<file path="src/shared/charger_status_pkg.sv">
// Register map, field layout and status codes of the charger status bank
package charger_status_pkg;

    // Register offsets on the management port
    localparam logic [7:0] OFS_OPTIMIZED_INPUT_CURRENT_LIMIT = 8'h19;
    localparam logic [7:0] OFS_CHARGER_STATUS_FLAGS          = 8'h1B;
    localparam logic [7:0] OFS_CHARGE_PHASE_AND_SOURCE       = 8'h1C;

    // Port widths
    localparam int ADDR_W  = 8;
    localparam int DATA_W  = 16;
    localparam int LIMIT_W = 9;

    // Reset values
    localparam logic [LIMIT_W-1:0] LIMIT_RESET = 9'h000;
    localparam logic [2:0]         PHASE_RESET = 3'h0;
    localparam logic [3:0]         SOURCE_RESET = 4'h0;

    // Limit scale: 10 mA per code, span 100 mA to 3300 mA
    localparam int LIMIT_STEP_MA = 10;
    localparam int LIMIT_MIN_MA  = 100;
    localparam int LIMIT_MAX_MA  = 3300;
    localparam logic [LIMIT_W-1:0] LIMIT_MIN_CODE =
        LIMIT_W'(LIMIT_MIN_MA / LIMIT_STEP_MA);
    localparam logic [LIMIT_W-1:0] LIMIT_MAX_CODE =
        LIMIT_W'(LIMIT_MAX_MA / LIMIT_STEP_MA);

    // Bit positions in the flag register
    localparam int BIT_INPUT_CURRENT_REG = 7;
    localparam int BIT_INPUT_VOLTAGE_REG = 6;
    localparam int BIT_WATCHDOG_EXPIRED  = 5;
    localparam int BIT_POWER_GOOD        = 3;
    localparam int BIT_AUX_TWO_PRESENT   = 2;
    localparam int BIT_AUX_ONE_PRESENT   = 1;
    localparam int BIT_BUS_PRESENT       = 0;

    // Bit positions in the phase and source register
    localparam int PHASE_LSB       = 5;
    localparam int SOURCE_LSB      = 1;
    localparam int BIT_DETECT_DONE = 0;

    // Charge phase codes
    localparam logic [2:0] PHASE_RESERVED = 3'h5;

    // Input source codes that are not reserved
    localparam logic [3:0] SOURCE_LAST_LOW = 4'h8;
    localparam logic [3:0] SOURCE_DIRECT   = 4'hB;
    localparam logic [3:0] SOURCE_BACKUP   = 4'hC;

    // Analog comparator and regulation levels, crossing into clk
    typedef struct packed {
        logic input_current_reg_flag;
        logic input_voltage_reg_flag;
        logic power_good_flag;
        logic aux_input_two_present;
        logic aux_input_one_present;
        logic bus_input_present;
    } analog_flags_t;

    // Digital state from the charger controllers, already on clk
    typedef struct packed {
        logic                watchdog_expired_flag;
        logic [2:0]          charge_phase_code;
        logic [3:0]          input_source_code;
        logic                adapter_detect_done;
        logic                optimizer_active;
        logic [LIMIT_W-1:0]  optimizer_limit_code;
        logic [LIMIT_W-1:0]  limit_pin_setting;
    } ctrl_state_t;

    // Register access request
    typedef struct packed {
        logic              rd;
        logic              wr;
        logic [ADDR_W-1:0] addr;
        logic [DATA_W-1:0] wdata;
    } reg_req_t;

endpackage

</file>
<file path="src/design/level_sync.sv">
// Two-stage synchroniser for a vector of independent levels
`timescale 1ns/1ps
`default_nettype none
module level_sync #(
    parameter int WIDTH = 1
) (
    // Clock, reset, enable
    input  wire logic             clk,
    input  wire logic             rst_b,
    input  wire logic             ce,
    // Levels
    input  wire logic [WIDTH-1:0] async_in,
    output var  logic [WIDTH-1:0] sync_out
);

    logic [WIDTH-1:0] stage_one;

    // First stage is read only by the second
    always_ff @(posedge clk or negedge rst_b) begin
        if (!rst_b) begin
            stage_one <= '0;
            sync_out  <= '0;
        end else if (ce) begin
            stage_one <= async_in;
            sync_out  <= stage_one;
        end
    end

endmodule
`default_nettype wire

</file>
<file path="src/design/charger_status_readback.sv">
// Read-only status register bank of the charger
`timescale 1ns/1ps
`default_nettype none

// Contract
// Report clamped 9-bit input current limit
// Bit 7 set while current limiting
// Bit 6 set while voltage regulating
// Bit 5 set when watchdog expired
// Bit 3 reports power good
// Bit 2 set when aux input two present
// Bit 1 set when aux input one present
// Bit 0 set when bus input present
// Bits 7-5 hold charge phase code
// Bits 4-1 hold input source code
// Bit 0 flags adapter detection done
// Writes ignored; reserved bits read zero
module charger_status_readback
    import charger_status_pkg::*;
#(
    parameter int LIMIT_BITS = LIMIT_W
) (
    // Clock, reset, enable
    input  wire logic              clk,
    input  wire logic              rst_b,
    input  wire logic              ce,
    // Charger internals
    input  wire analog_flags_t     analog_flags,
    input  wire ctrl_state_t       ctrl_state,
    // Register access port
    input  wire reg_req_t          reg_req,
    output var  logic [DATA_W-1:0] rdata,
    output var  logic              rvalid,
    output var  logic              addr_error
);

    analog_flags_t        flags_sync;
    logic [LIMIT_BITS-1:0] limit_value;
    logic [LIMIT_BITS-1:0] raw_limit;
    logic [LIMIT_BITS-1:0] next_limit;
    logic [7:0]           status_flags;
    logic [2:0]           charge_phase;
    logic [3:0]           input_source;
    logic                 detect_done;
    logic                 watchdog_flag;
    logic [DATA_W-1:0]    next_rdata;
    logic                 next_addr_error;

    // Clamp a raw limit code into the legal span
    function automatic logic [LIMIT_BITS-1:0] clamp_limit(
        input logic [LIMIT_BITS-1:0] raw
    );
        logic [LIMIT_BITS-1:0] result;
        result = raw;
        if (raw < LIMIT_BITS'(LIMIT_MIN_CODE)) begin
            result = LIMIT_BITS'(LIMIT_MIN_CODE);
        end else if (raw > LIMIT_BITS'(LIMIT_MAX_CODE)) begin
            result = LIMIT_BITS'(LIMIT_MAX_CODE);
        end
        return result;
    endfunction

    // True for a source code that has a defined meaning
    function automatic logic source_defined(input logic [3:0] code);
        return (code <= SOURCE_LAST_LOW) || (code == SOURCE_DIRECT) ||
               (code == SOURCE_BACKUP);
    endfunction

    // Comparator levels arrive from the analog side
    // comparator levels synchronised
    level_sync #(
        .WIDTH ($bits(analog_flags_t))
    ) i_level_sync (
        .clk      (clk),
        .rst_b    (rst_b),
        .ce       (ce),
        .async_in (analog_flags),
        .sync_out (flags_sync)
    );

    // Select optimizer or pin as the limit source
    // source select
    always_comb begin
        if (ctrl_state.optimizer_active) begin
            raw_limit = LIMIT_BITS'(ctrl_state.optimizer_limit_code);
        end else begin
            raw_limit = LIMIT_BITS'(ctrl_state.limit_pin_setting);
        end
    end

    // Clamp into the legal span; a zero setting reads as the minimum
    // span clamp
    assign next_limit = clamp_limit(raw_limit);

    // Current limit field, zero until first update after reset
    // limit register update
    always_ff @(posedge clk or negedge rst_b) begin
        if (!rst_b) begin
            limit_value <= LIMIT_BITS'(LIMIT_RESET);
        end else if (ce) begin
            limit_value <= next_limit;
        end
    end

    // Watchdog flag comes from same-clock logic
    // watchdog status capture
    always_ff @(posedge clk or negedge rst_b) begin
        if (!rst_b) begin
            watchdog_flag <= 1'b0;
        end else if (ce) begin
            watchdog_flag <= ctrl_state.watchdog_expired_flag;
        end
    end

    // Flag register assembly, bit 4 reserved at zero
    always_comb begin
        // bit 4 reserved
        status_flags = 8'h00;
        // current limiting flag
        status_flags[BIT_INPUT_CURRENT_REG] =
            flags_sync.input_current_reg_flag;
        // voltage regulation flag
        status_flags[BIT_INPUT_VOLTAGE_REG] =
            flags_sync.input_voltage_reg_flag;
        // watchdog expired flag
        status_flags[BIT_WATCHDOG_EXPIRED] = watchdog_flag;
        // power good flag
        status_flags[BIT_POWER_GOOD] = flags_sync.power_good_flag;
        // aux two presence
        status_flags[BIT_AUX_TWO_PRESENT] = flags_sync.aux_input_two_present;
        // aux one presence
        status_flags[BIT_AUX_ONE_PRESENT] = flags_sync.aux_input_one_present;
        // bus presence
        status_flags[BIT_BUS_PRESENT] = flags_sync.bus_input_present;
    end

    // Charge phase; a reserved code keeps the previous phase
    // phase code capture
    always_ff @(posedge clk or negedge rst_b) begin
        if (!rst_b) begin
            charge_phase <= PHASE_RESET;
        end else if (ce && ctrl_state.charge_phase_code != PHASE_RESERVED) begin
            charge_phase <= ctrl_state.charge_phase_code;
        end
    end

    // Input source; a reserved code keeps the previous source
    // source code capture
    always_ff @(posedge clk or negedge rst_b) begin
        if (!rst_b) begin
            input_source <= SOURCE_RESET;
        end else if (ce && source_defined(ctrl_state.input_source_code)) begin
            input_source <= ctrl_state.input_source_code;
        end
    end

    // Adapter detection completion
    // detection done flag
    always_ff @(posedge clk or negedge rst_b) begin
        if (!rst_b) begin
            detect_done <= 1'b0;
        end else if (ce) begin
            detect_done <= ctrl_state.adapter_detect_done;
        end
    end

    // Read decode; unmapped addresses read zero and flag an error
    // read-only decode
    always_comb begin
        next_rdata      = '0;
        next_addr_error = 1'b0;
        unique case (reg_req.addr)
            OFS_OPTIMIZED_INPUT_CURRENT_LIMIT: begin
                // bits 15-9 stay zero
                next_rdata[LIMIT_BITS-1:0] = limit_value;
            end
            OFS_CHARGER_STATUS_FLAGS: begin
                next_rdata[7:0] = status_flags;
            end
            OFS_CHARGE_PHASE_AND_SOURCE: begin
                next_rdata[PHASE_LSB +: 3]  = charge_phase;
                next_rdata[SOURCE_LSB +: 4] = input_source;
                next_rdata[BIT_DETECT_DONE] = detect_done;
            end
            default: begin
                next_addr_error = 1'b1;
            end
        endcase
    end

    // Read answer pulse one cycle after the strobe
    // read answer pulse
    always_ff @(posedge clk or negedge rst_b) begin
        if (!rst_b) begin
            rvalid <= 1'b0;
        end else if (ce) begin
            rvalid <= reg_req.rd;
        end
    end

    // Unmapped access of either kind flagged for one cycle
    // unmapped access flag
    always_ff @(posedge clk or negedge rst_b) begin
        if (!rst_b) begin
            addr_error <= 1'b0;
        end else if (ce) begin
            addr_error <= (reg_req.rd | reg_req.wr) & next_addr_error;
        end
    end

    // Read data held until the next read; writes change nothing
    // writes dropped
    always_ff @(posedge clk or negedge rst_b) begin
        if (!rst_b) begin
            rdata <= '0;
        end else if (ce && reg_req.rd) begin
            rdata <= next_rdata;
        end
    end

endmodule
`default_nettype wire

</file>
<file path="config.mk">
export PLATFORM = sky130hd
export DESIGN_NAME = charger_status_readback
export DESIGN_NICKNAME = d
export VERILOG_FILES = /design/src/shared/charger_status_pkg.sv /design/src/design/level_sync.sv /design/src/design/charger_status_readback.sv
export SDC_FILE = /design/constraint.sdc
export NUM_CORES = 1
export LEC_CHECK = 0
export BUFFER_PORTS_ARGS = -buffer_cell sky130_fd_sc_hd__buf_2
export CORE_MARGIN = 10
export CORE_UTILIZATION = 40
export CTS_CLUSTER_DIAMETER = 120
export CTS_CLUSTER_SIZE = 10
export DETAILED_ROUTE_END_ITERATION = 16
export GPL_TIMING_DRIVEN = 0
export PLACE_DENSITY = 0.8
export SYNTH_ARGS = -nofsm -noshare
export SYNTH_HDL_FRONTEND = slang
export SYNTH_HIERARCHICAL = 1
export SYNTH_SLANG_ARGS = --single-unit
export TNS_END_PERCENT = 5
</file>
<file path="constraint.sdc">
create_clock -name clk -period 1 [get_ports clk]
set_input_delay 0.2 -clock clk [delete_from_list [all_inputs] [get_ports clk]]
set_output_delay 0.2 -clock clk [all_outputs]
set_load 0.03 [all_outputs]
</file>
==> results.txt <==
* Outcome: complete, but fails checks
- The checks that failed: setup timing.
- IO buf count: 57
* Count of clock tree sinks: slightly above 40
- Fraction of the cycle the final worst path needs: 114%
* Final instance count without filler cells: between 300 and 400
* Final Hold Slack: 0.0272 ns
- Entering global routing, the biggest net connects 42 pins.
- Initial cell density of the core: 41.9%
* DR WL/cell: ~16 µm
* Comb power frac: between 10% and 20%
- The filler cells instantiated in the layout total around 430.
- Placed instance count: approximately 330
- In this run the critical register-to-register path is captured at rdata[3]$_DFFE_PN0P_.
- Synth warn: 6
* Setup slack at placement: -0.558 ns
- Power comes to 3.97 mW.
- Cells fill a little under three fifths of the core in the end.
- After detailed routing, the total wire length is 5.59 mm.
* Path type of the worst min-delay path: in -> async
* Path depth of the worst reg2reg path: 3
- Critical path launch point type: primary input
- For the worst setup path, the data required time is between 1 and 1.5 ns.
* Area of the mapped netlist: roughly 2200 µm²
- Highest attainable clock frequency: slightly below 0.9 GHz
- Headroom to the max-slew limit: about two fifths
- The pre-antenna-repair detailed-routing pass consisted of 4 iterations.
* Buffer depth of the longest clock path: 2
- Global routing finished with a remaining overflow of 0.
- Global routing consumed, over all layers together, 13.1% of the routing resources.
- Die ar.: 8770 µm²
- Measured along the x axis, the die boundary spans 93.6 µm.
* Antenna Cells: 0
- Critical path endpoint: rdata[2]$_DFFE_PN0P_
- Critical Path Source: reg_req[18]
* Worst setup skew after layout: ~0.008 ns
- Net switching is a little over a quarter of the power.
* Register area share after synthesis: 47.3%
* Maximum fanout encountered on the critical timing path: 7
* Standby leakage power: roughly 1.4 nW
* Crit Path Category: in -> reg
- In the post-route analysis, the smallest setup slack over all paths is -0.140 ns.
- Global-route wire length before repair: 9.18 mm
* Relative area change from synthesis to final layout: 37.0%
- The post-route netlist has 45.1% of its cells at a drive strength greater than 1.
- Summing all multi-input logic gate instances after layout gives between 1000 and 1500 µm².
- For the pin with the worst max-slew slack, the measured transition is about 0.9 ns.
* Reg2Reg Setup Slack: -0.09 ns
- Number of hold violations in the final report: 0
- Number of buffers created by CTS: 5
- Total internal power: 2.91 mW
- Placer Congestion: a little under 0.9
* Design Area, Final: a little under 3000 µm²
- Top_reg_cell synth: sky130_fd_sc_hd__dfrtp_1
* Number of nets in the finished design: roughly 340
* CP arrival: ~1.3 ns
- In this run the core area contains 26 standard-cell rows.
* Die outline height: ~94 µm
* Clock power share: around a third
* Switching power of the nets: around 1.1 mW
- The worst register-to-register path begins at input_source[2]$_DFFE_PN0P_.
- In the synthesized netlist the async set-or-reset flop fraction comes to 100%.
- Power Dens Cells: between 1000 and 1500 nW/µm²
- Post-synthesis cell count: 200
- Setup repair after global routing could not meet its margin everywhere.
- After clock tree synthesis, the clock-pin slew on the worst setup and hold paths is around 0.080 ns.
- Count of endpoints failing setup in the final report: 24
* Number of distinct library cell variants in the gate-level netlist after synthesis: 49
* Clock latency on the worst-skew pair: 0.30 ns
* Iteration-0 DRC count of the detailed router: about 40
- Core ar.: just over 5000 µm²
- Once detail routing completed, the nets flagged for antenna violations numbered 0.
- TritonCTS clock tree: built
* Post-placement cell area: between 2000 and 3000 µm²
- After synthesis the netlist holds a flip-flop and latch count of 41.
- Endpoint type of the worst setup path: flop
- The initial antenna violation count came to 0.
- The routed layout has between 1500 and 2000 vias.
- EDFF count, synth: 0
* Clock H-tree levels: 2
- Final Max Tran Viols: 0
* Via count of the first global-routing pass: about 1900
* Post-detailed-route via-to-cell ratio: between 5 and 6
* Max Cap Violations: 0
* DRC violation count after routing: 0
- Sequential cells account for 48.9% of the total power.
* FF+latch area: slightly above 1000 µm²
- Dividing the synthesized area by the synthesized cell count gives 10.8 µm².
* Library cell used as clock root buffer: sky130_fd_sc_hd__clkbuf_8
- Shortest period the worst path allows: ~1.1 ns
- Pin placement for this block handled between 80 and 90 I/O pins.
- Summed over all failing endpoints, the final setup total negative slack is -1.65 ns.
- Worst ir drop on vdd: 0.652 mV
- Once detailed placement completed, the half-perimeter wirelength came to roughly 4.2 mm.
==> layer usage <==
layer / vias up / GRT usage (%) / part of all wire, %
li1: 877 / - / -
met1: 836 / 14.3 / 41
met2: 51 / 22.1 / 51
met3: 11 / 4.72 / 5.3
met4: 0 / 6.08 / 2.3
met5: - / 0 / 0
==> cells in the mapped netlist (4+ instances only) <==
| cell type | instances | area (µm²) |
|---|---|---|
| sky130_fd_sc_hd__inv_1 | 11 | 41.3 |
| sky130_fd_sc_hd__o2bb2ai_1 | 8 | 70.1 |
| sky130_fd_sc_hd__nand2_1 | 17 | 63.8 |
| sky130_fd_sc_hd__a22oi_1 | 8 | 60.1 |
| sky130_fd_sc_hd__mux2i_1 | 5 | 50.1 |
| sky130_fd_sc_hd__o21ai_0 | 9 | 45.0 |
| sky130_fd_sc_hd__nor2_1 | 5 | 18.8 |
| sky130_fd_sc_hd__a21oi_1 | 8 | 40.0 |
| sky130_fd_sc_hd__o21ai_1 | 4 | 20.0 |
| sky130_fd_sc_hd__a22o_1 | 8 | 70.1 |
| sky130_fd_sc_hd__buf_4 | 8 | 60.1 |
| sky130_fd_sc_hd__clkbuf_1 | 5 | 18.8 |
| sky130_fd_sc_hd__dfrtp_1 | 41 | 1030 |
| sky130_fd_sc_hd__mux2_2 | 4 | 45.0 |
| sky130_fd_sc_hd__mux2_4 | 10 | 150 |
==> logic make-up after synthesis <==
family / count (synthesis) / synth area share [%]
simple gates: 43 / 11.4
flops: 41 / 47.3
other cells: 1 / 0.173
buf+inv: 28 / 6.98
compound gates: 66 / 22.0
xor+xnor: 1 / 0.404
mux: 20 / 11.8
==> what timing repair did <==
action	in CTS	in global routing
endpoints found under the hold margin	0	0
hold buffers	0	0
endpoints found under the setup margin	26	27
setup buffers	4	1
pin swaps	6	14
gates resized for setup	37	23
==> sequential cells by signal, indices dropped and copies added, names as in the netlist <==
| name | cells |
|---|---|
| limit_value | 9 |
| rdata | 9 |
| i_level_sync/stage_one | 6 |
| i_level_sync/sync_out | 6 |
| input_source | 4 |
| charge_phase | 3 |
| addr_error | 1 |
| detect_done | 1 |
| rvalid | 1 |
| watchdog_flag | 1 |
==> how the worst min path moves through the flow <==
| stage | startpoint | to | slack (ns) | cells past startpoint |
|---|---|---|---|---|
| 4_1_cts | rst_b | i_level_sync/stage_one[3]$_DFFE_PN0P_ | 0.06 | 1 |
| 2_1_floorplan | rst_b | addr_error$_DFFE_PN0P_ | -0.1 | 0 |
| 5_1_grt | rst_b | i_level_sync/stage_one[3]$_DFFE_PN0P_ | 0.09 | 1 |
| 6_report | rst_b | i_level_sync/stage_one[3]$_DFFE_PN0P_ | 0.03 | 1 |
| 3_3_place_gp | rst_b | input_source[0]$_DFFE_PN0P_ | 0.36 | 1 |
| 3_5_place_dp | rst_b | input_source[0]$_DFFE_PN0P_ | 0.38 | 1 |
==> layout make-up <==
| cell class | count | share of cell area, % |
|---|---|---|
| well taps | 70 | 2.95 |
| inverters | 12 | 1.52 |
| multi-input cells | 137 | 39.6 |
| repair buffers | 62 | 14.1 |
| clock buffers | 5 | 2.31 |
| clock inverters | 2 | 1.18 |
| flip-flops and latches | 41 | 34.5 |
| plain buffers | 14 | 3.83 |
==> power groups by stage <==
stage / Sequential [mW] / Combinational, mW / Clock [mW]
after global routing: 1.96 / 0.818 / 1.38
after floorplan: 1.93 / 0.419 / 0
after CTS: 1.92 / 0.713 / 1.28
after global placement: 1.94 / 0.647 / 0
final: 1.94 / 0.746 / 1.28
after detailed placement: 1.95 / 0.665 / 0
==> worst max-delay path, cell delays in order <==
cell	delay, ns
sky130_fd_sc_hd__buf_2	0.11
sky130_fd_sc_hd__nor2b_2	0.16
sky130_fd_sc_hd__nor2b_1	0.13
sky130_fd_sc_hd__clkbuf_4	0.19
sky130_fd_sc_hd__a22oi_2	0.26
sky130_fd_sc_hd__o2bb2ai_2	0.10
sky130_fd_sc_hd__a22o_1	0.17
==> cell usage in the layout, fill, tap and decap left out, types with 4 or more instances in the layout <==
cell	Yosys	routed
sky130_fd_sc_hd__clkbuf_8	0	5
sky130_fd_sc_hd__a22o_1	8	8
sky130_fd_sc_hd__buf_2	1	43
sky130_fd_sc_hd__nand2_1	17	16
sky130_fd_sc_hd__buf_6	2	16
sky130_fd_sc_hd__o2bb2ai_2	0	5
sky130_fd_sc_hd__mux2_4	10	10
sky130_fd_sc_hd__mux2_2	4	4
sky130_fd_sc_hd__dfrtp_1	41	41
sky130_fd_sc_hd__conb_1	1	7
sky130_fd_sc_hd__a21oi_1	8	8
sky130_fd_sc_hd__buf_4	8	11
sky130_fd_sc_hd__o21ai_0	9	9
sky130_fd_sc_hd__mux2i_1	5	4
sky130_fd_sc_hd__inv_1	11	11
sky130_fd_sc_hd__a22oi_2	0	6
Power figures use the tool's default switching activity.
